[config.mk]
export PLATFORM = sky130hd
export DESIGN_NAME = dcd_distributor
export DESIGN_NICKNAME = d
export VERILOG_FILES = /design/src/core/dcd_pulse_timer.v /design/src/core/dcd_distributor.v
export VERILOG_INCLUDE_DIRS = /design/src /design/src/core
export SDC_FILE = /design/constraint.sdc
export NUM_CORES = 1
export LEC_CHECK = 0
export BUFFER_PORTS_ARGS = -buffer_cell sky130_fd_sc_hd__clkbuf_2
export CORE_MARGIN = 1
export CORE_UTILIZATION = 45
export DETAILED_ROUTE_END_ITERATION = 12
export SYNTH_ARGS = -nofsm -noshare
export SYNTH_HDL_FRONTEND = slang
export SYNTH_SLANG_ARGS = --single-unit
[constraint.sdc]
create_clock -name CLK_I -period 5.42 [get_ports CLK_I]
set_input_delay 1.084 -clock CLK_I [delete_from_list [all_inputs] [get_ports CLK_I]]
set_output_delay 1.084 -clock CLK_I [all_outputs]
set_load 0.02 [all_outputs]
[src/core/dcd_map.vh]
`ifndef DCD_MAP_VH
`define DCD_MAP_VH
`define DCD_SERVICE_TYPE 8'h02
`define DCD_SUB_PULSE 8'h01
`define DCD_SUB_REGLOAD 8'h02
`define DCD_SUB_LINE 8'h03
`define DCD_MAX_DURATION 8'h08
`define DCD_CLK_MHZ 200
`define DCD_TIME_BASE_MS 10
`define DCD_TIME_BASE_CYCLES (`DCD_TIME_BASE_MS * 1000 * `DCD_CLK_MHZ)
`define DCD_LEN_W 4
`endif

[src/core/dcd_pulse_timer.v]
`timescale 1ns/10ps
module dcd_pulse_timer #(
    parameter BASE_CYCLES = 2000000
) (
    // clock and reset
    input wire clk_i,
    input wire resetn_i,
    // command
    input wire start_i,
    input wire [3:0] code_i,
    // status
    output reg busy_o
);
    reg [31:0] base_cnt_reg;
    reg [8:0] unit_cnt_reg;

    always @(posedge clk_i or negedge resetn_i) begin
        if (!resetn_i) begin
            base_cnt_reg <= 32'h0;
            unit_cnt_reg <= 9'h0;
            busy_o <= 1'b0;
        end else if (start_i) begin
            // length is base times two to the code
            base_cnt_reg <= BASE_CYCLES - 1;
            unit_cnt_reg <= (9'h1 << code_i) - 9'h1;
            busy_o <= 1'b1;
        end else if (busy_o) begin
            if (base_cnt_reg != 32'h0) begin
                base_cnt_reg <= base_cnt_reg - 32'h1;
            end else if (unit_cnt_reg != 9'h0) begin
                base_cnt_reg <= BASE_CYCLES - 1;
                unit_cnt_reg <= unit_cnt_reg - 9'h1;
            end else begin
                busy_o <= 1'b0;
            end
        end
    end
endmodule

[src/core/dcd_distributor.v]
`timescale 1ns/10ps
`include "dcd_map.vh"
module dcd_distributor #(
    parameter TIME_BASE_CYCLES = `DCD_TIME_BASE_CYCLES,
    parameter MAX_LINE_INSTR = 16,
    parameter LINE_COUNT = 8
) (
    // clock and reset
    input wire CLK_I,
    input wire RESETN_I,
    // packet octet stream
    input wire PKT_START_I,
    input wire [7:0] PKT_TYPE_I,
    input wire [7:0] PKT_SUBTYPE_I,
    input wire OCTET_VALID_I,
    input wire [7:0] OCTET_I,
    input wire PKT_END_I,
    output reg OCTET_READY_O,
    // pulse commands
    output reg CHAN_PULSE_O,
    output reg [7:0] CHAN_ADDR_O,
    // register loads
    output reg REG_WR_O,
    output reg [7:0] REG_ADDR_O,
    output reg [7:0] REG_DATA_O,
    output reg REG_LAST_O,
    // line pulses
    output reg [LINE_COUNT-1:0] PULSE_LINE_O,
    // status
    output reg REJECT_O
);
    localparam S_IDLE = 3'h0;
    localparam S_COUNT = 3'h1;
    localparam S_CHAN = 3'h2;
    localparam S_RADDR = 3'h3;
    localparam S_RDATA = 3'h4;
    localparam S_LSEL = 3'h5;
    localparam S_LDUR = 3'h6;
    localparam S_LRUN = 3'h7;

    reg [2:0] state_reg;
    reg [2:0] state_next;
    reg [7:0] sub_reg;
    reg [7:0] sub_next;
    reg [7:0] items_reg;
    reg [7:0] items_next;
    reg [3:0] len_reg;
    reg [3:0] len_next;
    reg [7:0] sel_reg;
    reg [7:0] sel_next;
    reg [3:0] code_reg;
    reg [3:0] code_next;
    reg [7:0] ninstr_reg;
    reg [7:0] ninstr_next;
    reg timer_start_reg;
    reg timer_start_next;
    reg end_seen_reg;
    reg end_seen_next;
    reg ready_next;
    reg chan_pulse_next;
    reg [7:0] chan_addr_next;
    reg reg_wr_next;
    reg [7:0] reg_addr_next;
    reg [7:0] reg_data_next;
    reg reg_last_next;
    reg [LINE_COUNT-1:0] line_next;
    reg reject_next;
    wire timer_busy;

    // data length in octets implied by the register address; top two bits pick it
    function [3:0] data_len;
        input [7:0] addr;
        begin
            data_len = (addr[7:6] == 2'h0) ? 4'h1 : {2'h0, addr[7:6]} + 4'h1;
        end
    endfunction

    // one item of the packet's count consumed
    function [7:0] one_less;
        input [7:0] n;
        begin
            one_less = n - 8'h1;
        end
    endfunction

    dcd_pulse_timer #(
        .BASE_CYCLES(TIME_BASE_CYCLES)
    ) u_timer (
        .clk_i(CLK_I),
        .resetn_i(RESETN_I),
        .start_i(timer_start_reg),
        .code_i(code_reg),
        .busy_o(timer_busy)
    );

    // no reply path exists at all; nothing here builds telemetry
    always @* begin
        state_next = state_reg;
        sub_next = sub_reg;
        items_next = items_reg;
        len_next = len_reg;
        sel_next = sel_reg;
        code_next = code_reg;
        ninstr_next = ninstr_reg;
        timer_start_next = 1'b0;
        end_seen_next = end_seen_reg;
        ready_next = OCTET_READY_O;
        chan_pulse_next = 1'b0;
        chan_addr_next = CHAN_ADDR_O;
        reg_wr_next = 1'b0;
        reg_addr_next = REG_ADDR_O;
        reg_data_next = REG_DATA_O;
        reg_last_next = 1'b0;
        line_next = PULSE_LINE_O;
        reject_next = 1'b0;
        case (state_reg)
            S_IDLE: begin
                ready_next = 1'b0;
                ninstr_next = 8'h0;
                end_seen_next = 1'b0;
                if (PKT_START_I) begin
                    sub_next = PKT_SUBTYPE_I;
                    ready_next = 1'b1;
                    if (PKT_TYPE_I != `DCD_SERVICE_TYPE) begin
                        ready_next = 1'b0;
                    end else if (PKT_SUBTYPE_I == `DCD_SUB_LINE) begin
                        state_next = S_LSEL;
                    end else if (PKT_SUBTYPE_I == `DCD_SUB_PULSE ||
                                 PKT_SUBTYPE_I == `DCD_SUB_REGLOAD) begin
                        state_next = S_COUNT;
                    end else begin
                        ready_next = 1'b0;
                        reject_next = 1'b1;
                    end
                end
            end

            S_COUNT: begin
                if (OCTET_VALID_I) begin
                    items_next = OCTET_I;
                    if (OCTET_I == 8'h0) begin
                        reject_next = 1'b1;
                        ready_next = 1'b0;
                        state_next = S_IDLE;
                    end else if (sub_reg == `DCD_SUB_PULSE) begin
                        state_next = S_CHAN;
                    end else begin
                        state_next = S_RADDR;
                    end
                end
            end

            S_CHAN: begin
                if (OCTET_VALID_I) begin
                    chan_pulse_next = 1'b1;
                    chan_addr_next = OCTET_I;
                    items_next = one_less(items_reg);
                    if (items_reg == 8'h1) begin
                        ready_next = 1'b0;
                        state_next = S_IDLE;
                    end
                end
            end

            S_RADDR: begin
                if (OCTET_VALID_I) begin
                    reg_addr_next = OCTET_I;
                    len_next = data_len(OCTET_I);
                    state_next = S_RDATA;
                end
            end

            S_RDATA: begin
                if (OCTET_VALID_I) begin
                    reg_wr_next = 1'b1;
                    reg_data_next = OCTET_I;
                    len_next = len_reg - 4'h1;
                    if (len_reg == 4'h1) begin
                        reg_last_next = 1'b1;
                        items_next = one_less(items_reg);
                        if (items_reg == 8'h1) begin
                            ready_next = 1'b0;
                            state_next = S_IDLE;
                        end else begin
                            state_next = S_RADDR;
                        end
                    end
                end
            end

            S_LSEL: begin
                if (PKT_END_I) begin
                    ready_next = 1'b0;
                    state_next = S_IDLE;
                end else if (OCTET_VALID_I) begin
                    sel_next = OCTET_I;
                    state_next = S_LDUR;
                end
            end

            S_LDUR: begin
                if (OCTET_VALID_I) begin
                    ready_next = 1'b0;
                    // a bad code aborts the rest of the packet
                    if (OCTET_I > `DCD_MAX_DURATION ||
                        ninstr_reg >= MAX_LINE_INSTR) begin
                        reject_next = 1'b1;
                        state_next = S_IDLE;
                    end else begin
                        // the code leaves the bus before the timer starts, so it is kept here
                        code_next = OCTET_I[3:0];
                        timer_start_next = 1'b1;
                        ninstr_next = ninstr_reg + 8'h1;
                        if (sel_reg < LINE_COUNT) begin
                            line_next[sel_reg[2:0]] = 1'b1;
                        end
                        state_next = S_LRUN;
                    end
                end
            end

            S_LRUN: begin
                // back-pressure holds the next instruction until the line drops
                if (PKT_END_I) begin
                    end_seen_next = 1'b1;
                end
                if (!timer_start_reg && !timer_busy) begin
                    line_next = {LINE_COUNT{1'b0}};
                    if (end_seen_reg || PKT_END_I) begin
                        state_next = S_IDLE;
                    end else begin
                        ready_next = 1'b1;
                        state_next = S_LSEL;
                    end
                end
            end

            default: begin
                state_next = S_IDLE;
            end
        endcase
    end

    // every output is a flip-flop; the sequencer above only feeds them
    always @(posedge CLK_I or negedge RESETN_I) begin
        if (!RESETN_I) begin
            state_reg <= S_IDLE;
            sub_reg <= 8'h0;
            items_reg <= 8'h0;
            len_reg <= 4'h0;
            sel_reg <= 8'h0;
            code_reg <= 4'h0;
            ninstr_reg <= 8'h0;
            timer_start_reg <= 1'b0;
            end_seen_reg <= 1'b0;
            OCTET_READY_O <= 1'b0;
            CHAN_PULSE_O <= 1'b0;
            CHAN_ADDR_O <= 8'h0;
            REG_WR_O <= 1'b0;
            REG_ADDR_O <= 8'h0;
            REG_DATA_O <= 8'h0;
            REG_LAST_O <= 1'b0;
            PULSE_LINE_O <= {LINE_COUNT{1'b0}};
            REJECT_O <= 1'b0;
        end else begin
            state_reg <= state_next;
            sub_reg <= sub_next;
            items_reg <= items_next;
            len_reg <= len_next;
            sel_reg <= sel_next;
            code_reg <= code_next;
            ninstr_reg <= ninstr_next;
            timer_start_reg <= timer_start_next;
            end_seen_reg <= end_seen_next;
            OCTET_READY_O <= ready_next;
            CHAN_PULSE_O <= chan_pulse_next;
            CHAN_ADDR_O <= chan_addr_next;
            REG_WR_O <= reg_wr_next;
            REG_ADDR_O <= reg_addr_next;
            REG_DATA_O <= reg_data_next;
            REG_LAST_O <= reg_last_next;
            PULSE_LINE_O <= line_next;
            REJECT_O <= reject_next;
        end
    end
endmodule

==> run metrics, run 1 <==
Yosys top cell area share=47.1%; Critical Path Sink Type=flop; first-pass GRT wire length=27,200 µm; R2R depth=8; Setup-failing EPs final=0; Flop pwr share=36.4%; M1 GR Usage=between 30% and 40%; placed cell area=0.00706 mm²; Syn Inst Count=around 700; worst clock skew=7.17 ps; Netlist cell types=68; Inserted Clock Buffers=17; Post-synth EDFFs=0; Placeable Area=between 0.01 and 0.015 mm²; fin. max-slew vios=0; Seq cells post-synth=124; r2r setup slk=2030 ps; syn_area_per_cell=about 9.6 µm²; ys flop type=dfrtp_1; asr flop ratio synth=100%; internal power=2.71 mW; DR pass1 iterations=5; register area share after synthesis=around 47%; CP Launch Type=flop; critical path's largest stage delay=860 ps; Power Density=603 mW/mm²; worst-path fanout max=29; max reg flops=32; setup_tns=0 ps; Layout area overhead=16.3%; Worst-Skew Late Latency=420 ps; RSZ-0062 raised after global routing=false; Finished Cell Area=0.00766 mm²; status=completed; initial antenna violation count=0; Port Buf Inserts=65; pin count of the biggest net entering global routing=57; Final Core Density=between 50% and 60%; Reg area=0.00310 mm²; busiest grt layer=met2; switch share=41.3%; Logic pwr share=38.7%; Final Cycle Share=62.5%; highest-delay cell along the critical path=dfrtp_1; kind of critical path=reg -> reg; I/O Pins=66; Die Y=around 120 µm; crit path launch=timer_start_reg$_DFF_PN0_; Remaining Overflow, GRT=0; Post-Synthesis Net Count=724; Required @ worst endpoint=5750 ps; critical path, cell by cell=clkinv_1 -> a21oi_1 -> ha_1 -> inv_1 -> a311oi_1 -> nand2_1 -> or4_1 -> a211oi_1; all-layer global routing usage=23.4%; WL final=around 16,000 µm; RePlAce Congestion=0.855; Hold Vio Cnt, Final=0; Hold EP=REG_DATA_O[3]$_DFFE_PN0P_; MaxCap Viol Count=0; Min-Delay Path Depth=2; Clock Tree Root=clkbuf_16; minimum clock period=3390 ps; clock-pin slew on the worst setup and hold paths=~60 ps; detailed placer's ending HPWL=11,400 µm; hold_buf cts=0; type of the worst min-delay path=reg -> reg; Area contributors post-synth=dfrtp_1 47%, mux2_2 5.6%, a21oi_1 3.2%; postcts setup bufs=0; R2R Path Start=timer_start_reg$_DFF_PN0_; WL per Instance=approximately 18 µm; Synthesis Warnings=0; CTS tree=built; Multi-input gate area=0.00326 mm²; vias in the first global route=5,548; worst-margin pin slew=997 ps; Detailed Route Iter0 Violations=~470; FMAX=0.295 GHz; Leak=~3.4 nW; H-tree depth=4; Antenna Nets Post-Route=0; Filler cells=approximately 1,300; vias per cell=just over 6; DR DRC count=0; final net count=783; # resized after CTS=0; via count=5,654; Antenna diodes=0; met2 Use GR=38.4%; Worst Path Arrival=3720 ps; CTS Sinks=124; WHS=approximately 480 ps; Clock power frac=24.9%; layout cell share with drive strength beyond 1=about a fifth; met3 usage=approximately 6.1%; Net Sw Power=1.90 mW; Starting Density=46.7%; CTS Buffer Depth=2; worst rel slew slack=roughly 33%; Synth Cell Area=0.00658 mm²; Std-Cell Rows=43; maximum vdd ir drop=around 330 µV; Reg2Reg Capture Point=u_timer.unit_cnt_reg[6]$_DFFE_PN0P_; Worst Hold Launch=REG_DATA_O[3]$_DFFE_PN0P_; Synth area leader=dfrtp_1; die extent in x=123 µm; Die ar.=0.0151 mm²
[area by class of cell]
type | instances | share of cell area (%)
Multi-Input combinational cell | 502 | 42.5
Sequential cell | 124 | 40.5
Clock buffer | 18 | 5.74
Timing Repair Buffer | 72 | 4.97
Tap cell | 180 | 2.94
Clock inverter | 14 | 2.09
Inverter | 25 | 1.23
[per-layer routing]
layer  up-vias  wire, µm
li1       2709         -
met1      2774      7550
met2       160      8050
met3        11       730
met4         0       148
met5         -         0
[synthesized netlist by cell type (6+ instances only)]
master,number
dfrtp_1,124
a21oi_1,42
o41ai_1,7
or3_1,14
and2_1,9
inv_1,24
a41oi_1,8
nor4b_1,6
or4_1,26
mux2_2,33
nand2b_1,8
nor3_1,15
nor2b_1,11
ha_1,12
and3_1,8
nand3_1,34
clkbuf_1,28
o21ai_0,34
a31oi_1,14
o31ai_1,21
nor4_1,15
nand4_1,7
nor2_1,49
nand2_1,53
[power by group through the flow]
stage | combinational [mW] | sequential (mW) | clock [mW]
floorplan | 1.25 | 1.68 | 0
global placement | 1.73 | 1.66 | 0
detailed placement | 1.77 | 1.68 | 0
CTS | 1.78 | 1.67 | 1.17
global route | 1.99 | 1.74 | 1.22
finish | 1.79 | 1.68 | 1.15
[critical path, delay by kind of cell, from the launching register on]
family          cells  cell delay (ps)
compound gates      3             1070
fa+ha+maj           1              190
buf+inv             2              570
flops               1              860
simple gates        2              600
[worst max-delay path by stage]
stage	depth (start not counted)	end	slack, ps
after floorplan	6	u_timer.unit_cnt_reg[6]$_DFFE_PN0P_	2680
after global placement	5	state_reg[2]$_DFFE_PN0P_	2280
after detailed placement	8	u_timer.unit_cnt_reg[6]$_DFFE_PN0P_	2090
after CTS	8	u_timer.unit_cnt_reg[6]$_DFFE_PN0P_	2090
after global routing	8	u_timer.unit_cnt_reg[6]$_DFFE_PN0P_	1690
final	8	u_timer.unit_cnt_reg[6]$_DFFE_PN0P_	2030
[cell families after synthesis]
| group | share of synthesized area [%] |
|---|---|
| adders and majority gates | 2.28 |
| DFF | 47.1 |
| muxes | 6.10 |
| AOI/OAI and AO/OA | 17.2 |
| xor gates and xnor gates | 0.532 |
| buffers and inverters | 3.40 |
| and+or+nand+nor | 23.3 |
[per-stage QoR]
stage	instances	setup slack [ps]	total power [mW]
finish	935	2030	4.61
detailed placement	903	2090	3.46
global placement	903	2280	3.40
floorplan	683	2680	2.93
global route	935	1690	4.95
CTS	935	2090	4.62
[cell usage in the layout, fill, tap and decap left out, types with 4 or more instances in the layout]
cell type / synthesis / final
clkinv_4: 0 / 4
nand3_1: 34 / 34
nor2_1: 49 / 49
o211ai_1: 4 / 4
or4_1: 26 / 26
or3_1: 14 / 14
o21ai_0: 34 / 34
dfrtp_1: 124 / 124
o41ai_1: 7 / 7
a21oi_1: 42 / 42
and3_1: 8 / 8
ha_1: 12 / 12
and2_1: 9 / 9
or2_2: 4 / 4
inv_6: 0 / 4
buf_4: 0 / 8
a31oi_1: 14 / 14
nand4_1: 7 / 7
a41oi_1: 8 / 8
a211oi_1: 5 / 5
clkbuf_2: 0 / 64
clkinvlp_4: 0 / 4
nor4b_1: 6 / 6
nor2b_1: 11 / 11
and4_1: 4 / 4
o22ai_1: 4 / 4
nor3_1: 15 / 15
nand2b_1: 8 / 8
mux2_2: 33 / 33
nand2_1: 53 / 53
inv_1: 24 / 24
clkbuf_16: 0 / 17
o31ai_1: 21 / 21
nor4_1: 15 / 15
Power figures use the tool's default switching activity.
==> run 2: changes to the inputs <==
--- a/config.mk
+++ b/config.mk
@@ -6,6 +6,7 @@
 export SDC_FILE = /design/constraint.sdc
 export NUM_CORES = 1
 export LEC_CHECK = 0
+export ABC_AREA = 1
 export BUFFER_PORTS_ARGS = -buffer_cell sky130_fd_sc_hd__clkbuf_2
 export CORE_MARGIN = 1
 export CORE_UTILIZATION = 45
==> constraint.sdc (replaced) <==
create_clock -name CLK_I -period 3.5 [get_ports CLK_I]
set_input_delay 0.7 -clock CLK_I [delete_from_list [all_inputs] [get_ports CLK_I]]
set_output_delay 0.7 -clock CLK_I [all_outputs]
set_load 0.02 [all_outputs]
==> run 2 against run 1 <==
  * Hold slack got worse by 170 ps
  * Core utilization decreased by 0.74 points
  * Register-to-register slack worse by 850 ps
  * Fmax rose by 46%
  * Sequential cell count did not move
  * Non-clock buffer count shrank 1
  * Clock skew is 3.0 ps higher
  * Critical path type unchanged
==> run metrics, run 2 <==
worst-path fanout max=13 (-55%); Power Density=681 mW/mm² (+13%); Placeable Area=0.0153 mm² (+8.2%); Worst-Skew Late Latency=420 ps (about the same); Final Cycle Share=66.4% (+3.9 points); Setup-failing EPs final=0 (unchanged); Filler cells=1,537 (+21%); Net Sw Power=2.08 mW (+9.2%); hold_buf cts=0 (unchanged); most common cell after layout, fill and taps aside=nand2_1; CTS tree=built; crit path launch=timer_start_reg$_DFF_PN0_; Final Core Density=53.6% (-0.74 points); final net count=1,090 (+39%); DP Cell Count=1,241 (+37%); Inserted Clock Buffers=17 (unchanged); Synth area leader=dfrtp_1; pin count of the biggest net entering global routing=76 (+33%); asr flop ratio synth=100% (unchanged); minimum clock period=2320 ps (-1070 ps); Syn Inst Count=980 (+43%); Synthesis Warnings=0 (unchanged); # resized after CTS=0 (unchanged); CTS Sinks=124 (unchanged); Leak=4.35 nW (+29%); internal power=3.49 mW (+29%); Worst Path Arrival=2620 ps (-1100 ps); Clock power frac=31.9% (+7.0 points); MaxCap Viol Count=0 (unchanged); worst rel slew slack=40.0% (+7.1 points); detailed placer's ending HPWL=12,600 µm (+11%); Yosys top cell area share=44.1% (-3.0 points); clock-pin slew on the worst setup and hold paths=60 ps (about the same); count leader, synth=nand2_1; Hold Vio Cnt, Final=0 (unchanged); kind of critical path=reg -> reg; fin. max-slew vios=0 (unchanged); Die Y=127 µm (+3.3%); Required @ worst endpoint=3800 ps (-1950 ps); ys flop type=dfrtp_1; Port Buf Inserts=65 (unchanged); Post-synth EDFFs=0 (unchanged); die extent in x=127 µm (+3.3%); I/O Pins=66 (unchanged); Starting Density=46.1% (-0.58 points); Die ar.=0.0161 mm² (+6.8%); vias per cell=5.05 (-16%); Std-Cell Rows=45 (+4.7%); Netlist cell types=36 (-47%); postcts setup bufs=0 (unchanged); worst setup margin=1180 ps (-855 ps); Antenna diodes=0 (unchanged); CTS Buffer Depth=2 (unchanged); Seq cells post-synth=124 (unchanged); WL per Instance=13.8 µm (-22%); first-pass GRT wire length=29,700 µm (+9.2%); setup_tns=0 ps (unchanged); maximum vdd ir drop=399 µV (+19%); Clock Tree Root=clkbuf_16; Layout area overhead=16.2%; switch share=37.3% (-3.9 points); WHS=309 ps (-174 ps); layout cell share with drive strength beyond 1=11.9% (-7.9 points); RePlAce Congestion=0.892 (+4.4%); Logic pwr share=31.2% (-7.5 points); most frequent cells after synthesis=250 x nand2_1, 155 x nor2_1, 124 x dfrtp_1, 122 x inv_1, 78 x o21ai_0; all-layer global routing usage=23.4% (about the same); type of the worst min-delay path=in -> async; Synth Cell Area=0.00704 mm² (+6.9%); Multi-input gate area=0.00335 mm² (+3.0%); DR DRC count=0 (unchanged); max reg flops=32 (unchanged); R2R Path Start=timer_start_reg$_DFF_PN0_; vias in the first global route=6,025 (+8.6%); Area contributors post-synth=dfrtp_1 44%, nand2_1 13%, nor2_1 8.3%; Post-Synthesis Net Count=1,021 (+41%); Detailed Route Iter0 Violations=441 (-6.6%); Flop pwr share=36.9% (+0.5 points); worst-margin pin slew=896 ps (-101 ps); Remaining Overflow, GRT=0 (unchanged); Critical Path Sink Type=flop; CP Launch Type=flop; Place WS=870 ps (-1220 ps); syn_area_per_cell=7.18 µm² (-25%); worst clock skew=10.1 ps (+2.97 ps); WL final=17,600 µm (+6.6%); Finished Layout Cells=1,273 (+36%); Antenna Nets Post-Route=0 (unchanged); DR pass1 iterations=5 (unchanged); H-tree depth=4 (unchanged); FMAX=0.431 GHz (+46%); RSZ-0062 raised after global routing=false; initial antenna violation count=0 (unchanged); register area share after synthesis=44.1% (-3.0 points); via count=6,431 (+14%); status=completed; Reg area=0.00310 mm² (unchanged); leading cell types in the layout, fill and taps excluded=250 x nand2_1, 155 x nor2_1, 124 x dfrtp_1, 122 x inv_1, 78 x o21ai_0
run 2: cell types whose count changed after synthesis, moves of 14 or more:
cell      delta
clkbuf_1    -21
inv_1       +98
mux2_2      -27
nand2_1    +197
nand3_1     +40
nand4_1     +22
nor2_1     +106
o21ai_0     +44
o21ai_1     +20
o31ai_1     -21
or3_1       -14
or4_1       -26
run 2: per-stage QoR:
step | total power, mW | area (µm²)
floorplan | 3.28 | 7040
global placement | 3.80 | 7580
detailed placement | 3.82 | 7580
CTS | 5.62 | 8180
global route | 5.96 | 8180
finish | 5.57 | 8180
run 2: layer usage:
metal,track usage [%],wire [µm],up-vias
met1,31.1,8380,3005
met4,6.65,218,0
met2,38.6,8360,123
met3,5.15,609,19
li1,-,-,3284
met5,0,0,-
run 2: worst paths after layout:
kind | end | slack, ps | cells past startpoint
setup / recovery | u_timer.unit_cnt_reg[6]$_DFFE_PN0P_ | 1180 | 9
hold / removal | u_timer.base_cnt_reg[16]$_DFFE_PN0P_ | 310 | 1
setup reg to reg | u_timer.unit_cnt_reg[6]$_DFFE_PN0P_ | 1180 | 9
hold reg to reg | u_timer.unit_cnt_reg[5]$_DFFE_PN0P_ | 480 | 2
max in group asynchronous | PULSE_LINE_O[4]$_DFFE_PN0P_ | 2470 | 2
min in group CLK_I | u_timer.unit_cnt_reg[5]$_DFFE_PN0P_ | 480 | 2
run 2: critical path, stage by stage (launching register included):
cell and delay, ps:
dfrtp_1 370, inv_1 400, nor2_1 140, a21oi_1 400, ha_1 270, nand3_1 80, nor2_1 270, nand3b_1 110
nand3_1 90, o21ai_0 70
run 2: power by group through the flow:
stage          clock, mW  sequential [mW]  combinational [mW]
6_report            1.77             2.06                1.74
5_1_grt             1.87             2.10                1.99
4_1_cts             1.81             2.05                1.75
3_5_place_dp           0             2.07                1.75
3_3_place_gp           0             2.07                1.73
2_1_floorplan          0             2.24                1.03
run 2: logic make-up (layout without fill, tap and decap cells):
family                   after synthesis  in the layout  share of synthesized area, %
flip-flops                           124            124                          44.1
multiplexers                           6              6                         0.960
AND/OR/NAND/NOR                      536            536                          32.0
buffers and inverters                146            228                          8.25
adder cells (fa/ha/maj)               12             12                          2.13
AO/OA/AOI/OAI                        141            141                          10.7
XOR/XNOR                              15             15                          1.87
run 2: cell type report:
class / instances / share of cell area [%]
multi-input cells: 710 / 41.0
repair buffers: 71 / 4.76
well taps: 211 / 3.23
inverters: 125 / 5.77
flip-flops and latches: 124 / 37.9
clock buffers: 21 / 5.63
clock inverters: 11 / 1.65
==> run 3: changes to the inputs <==
--- a/config.mk
+++ b/config.mk
@@ -11,6 +11,7 @@
 export CORE_MARGIN = 1
 export CORE_UTILIZATION = 45
 export DETAILED_ROUTE_END_ITERATION = 12
+export PLACE_DENSITY = 0.66
 export SYNTH_ARGS = -nofsm -noshare
 export SYNTH_HDL_FRONTEND = slang
 export SYNTH_SLANG_ARGS = --single-unit
==> constraint.sdc (replaced) <==
create_clock -name CLK_I -period 2 [get_ports CLK_I]
set_input_delay 0.4 -clock CLK_I [delete_from_list [all_inputs] [get_ports CLK_I]]
set_output_delay 0.4 -clock CLK_I [all_outputs]
set_load 0.02 [all_outputs]
==> run 3 against run 2 <==
  * Combinational power grew 80%
  * Final cell count up 2.4%
  * Worst setup slack lost 1000 ps
  * Wire length down 0.65%
  * Global-route usage is 0.16 points higher
  * Sequential cell count unchanged
  * Final area increased by 3.0%
  * Sequential share of layout area down 1.1 points
  * Sequential power rose by 74%
  * Fmax increased by 28%
  * Critical endpoint is now u_timer.base_cnt_reg[27]$_DFFE_PN0P_
  * Die area unchanged
  * Critical path depth grew 1
==> run metrics, run 3 (synthesized netlist as in run 2, its figures left out) <==
DR DRC count=0 (unchanged); layout cell share with drive strength beyond 1=15.2% (+3.3 points); leading cell types in the layout, fill and taps excluded=250 x nand2_1, 146 x nor2_1, 124 x dfrtp_1, 121 x inv_1, 78 x o21ai_0; type of the worst min-delay path=in -> reg; Die Y=127 µm (unchanged); R2R depth=10 (+1); WHS=230 ps (-78.9 ps); Hold Vio Cnt, Final=0 (unchanged); Starting Density=46.1% (unchanged); critical path's largest stage delay=400 ps (about the same); Inserted Clock Buffers=17 (unchanged); max reg flops=32 (unchanged); initial antenna violation count=0 (unchanged); worst clock skew=8.31 ps (-1.84 ps); Remaining Overflow, GRT=0 (unchanged); worst-path fanout max=13 (unchanged); CTS Sinks=124 (unchanged); Worst Path Arrival=2170 ps (-450 ps); R2R Path Start=u_timer.base_cnt_reg[1]$_DFFE_PN0P_; detailed placer's ending HPWL=12,900 µm (+1.7%); WP depth=10 (+1); Tot Pwr=9.72 mW (+74%); Leak=4.49 nW (+3.3%); crit path launch=u_timer.base_cnt_reg[1]$_DFFE_PN0P_; die extent in x=127 µm (unchanged); worst rel slew slack=67.4% (+27 points); FMAX=0.550 GHz (+28%); Filler cells=1,440 (-6.3%); Std-Cell Rows=45 (unchanged); Setup-failing EPs final=0 (unchanged); maximum vdd ir drop=713 µV (+79%); Power Density=1150 mW/mm² (+69%); kind of critical path=reg -> reg; CTS tree=built; status=completed; CP Launch Type=flop; Clock Tree Root=clkbuf_16; Final Core Density=55.2% (+1.6 points); highest-delay cell along the critical path=dfrtp_1; Top Family by Delay on Critical Path=simple AND/OR/NAND/NOR gates; setup_tns=0 ps (unchanged); vias in the first global route=6,250 (+3.7%); DR pass1 iterations=5 (unchanged); Worst Hold Launch=PKT_END_I; worst-margin pin slew=489 ps (-407 ps); Detailed Route Iter0 Violations=480 (+8.8%); Antenna diodes=0 (unchanged); H-tree depth=4 (unchanged); fin. max-slew vios=0 (unchanged); Antenna Nets Post-Route=0 (unchanged); I/O Pins=66 (unchanged); via count=6,581 (+2.3%); Min-Delay Path Depth=3; MaxCap Viol Count=0 (unchanged); CP bufs+invs=2 (+1); all-layer global routing usage=23.6% (+0.16 points); WL per Instance=13.4 µm (-2.9%); pin count of the biggest net entering global routing=54 (-29%); final net count=1,120 (+2.8%); RSZ-0062 raised after global routing=false; WL final=17,500 µm (-0.65%); first-pass GRT wire length=30,200 µm (+1.7%); Worst-Skew Late Latency=420 ps (about the same); Final Cycle Share=90.9% (+25 points); critical path, cell by cell=inv_1 -> ha_1 -> nand2_1 -> nor2_1 -> nand2_2 -> nor2_4 -> buf_4 -> nor3_1 -> o21ai_0 -> o21ai_1; CTS Buffer Depth=2 (unchanged); clock-pin slew on the worst setup and hold paths=60 ps (about the same); minimum clock period=1820 ps (-504 ps); Layout area overhead=19.7%; vias per cell=5.05 (about the same); RePlAce Congestion=0.922 (+3.3%); Placeable Area=0.0153 mm² (unchanged); Port Buf Inserts=65 (unchanged); most common cell after layout, fill and taps aside=nand2_1; Required @ worst endpoint=2350 ps (-1450 ps); Critical Path Sink Type=flop; Die ar.=0.0161 mm² (unchanged)
run 3: cell types whose count changed in the layout (fill, tap and decap cells not counted), sizes merged:
cell         previous run  this run
buf                     7        36
inv                   128       132
clkbuf                 85        82
bufinv                  2         1
clkinv                  4         3
clkinvlp                2         3
dlygate4sd3             0         1
run 3: area by class of cell:
type / instances / area [µm²] / share of cell area [%]
repair buffers: 101 / 638 / 7.58
flip-flops and latches: 124 / 3100 / 36.8
inverters: 125 / 472 / 5.60
well taps: 211 / 264 / 3.13
multi-input cells: 710 / 3380 / 40.1
clock inverters: 14 / 135 / 1.60
clock buffers: 18 / 429 / 5.10
run 3: final timing paths:
check                                                  endpoint  slack [ps]
max reg2reg                u_timer.base_cnt_reg[27]$_DFFE_PN0P_         180
min in group asynchronous  u_timer.base_cnt_reg[24]$_DFFE_PN0P_         410
max in group asynchronous              end_seen_reg$_DFFE_PN0P_        1010
min                                    end_seen_reg$_DFFE_PN0P_         230
max                        u_timer.base_cnt_reg[27]$_DFFE_PN0P_         180
min reg2reg                              sub_reg[0]$_DFFE_PN0P_         480
run 3: worst register-to-register path: stages (launching register included):
cell and delay (ps):
dfrtp_1 400, inv_1 90, ha_1 180, nand2_1 60, nor2_1 60, nand2_2 90
nor2_4 50, buf_4 190, nor3_1 380, o21ai_0 160, o21ai_1 90
run 3: power by group:
| part | switching [mW] | internal [mW] | leakage, nW | total [mW] |
|---|---|---|---|---|
| registers | 0.424 | 3.17 | 1.60 | 3.59 |
| clock network | 1.25 | 1.73 | 0.270 | 2.99 |
| logic | 2.03 | 1.11 | 2.62 | 3.14 |
| total | 3.71 | 6.01 | 4.49 | 9.72 |
run 3: per-layer routing:
layer	routed length, µm	vias to the layer above	global-route usage [%]
met1	8310	3045	31.7
met4	335	0	9.24
met5	0	-	0
li1	-	3360	-
met3	690	28	4.48
met2	8120	148	37.7
run 3: metrics by stage:
stage	instances	setup slack [ps]	instance area, µm²
final	1303	182	8420
after global routing	1303	8.64	8420
after CTS	1302	129	8390
after detailed placement	1269	79.5	7810
after global placement	1269	155	7810
after floorplan	980	166	7040
run 3: what timing repair did:
action                     CTS  global route
setup buffers                0             1
hold endpoints to repair    16             0
hold buffers                 1             0
setup endpoints to repair    0            44
gates resized for setup      0            11
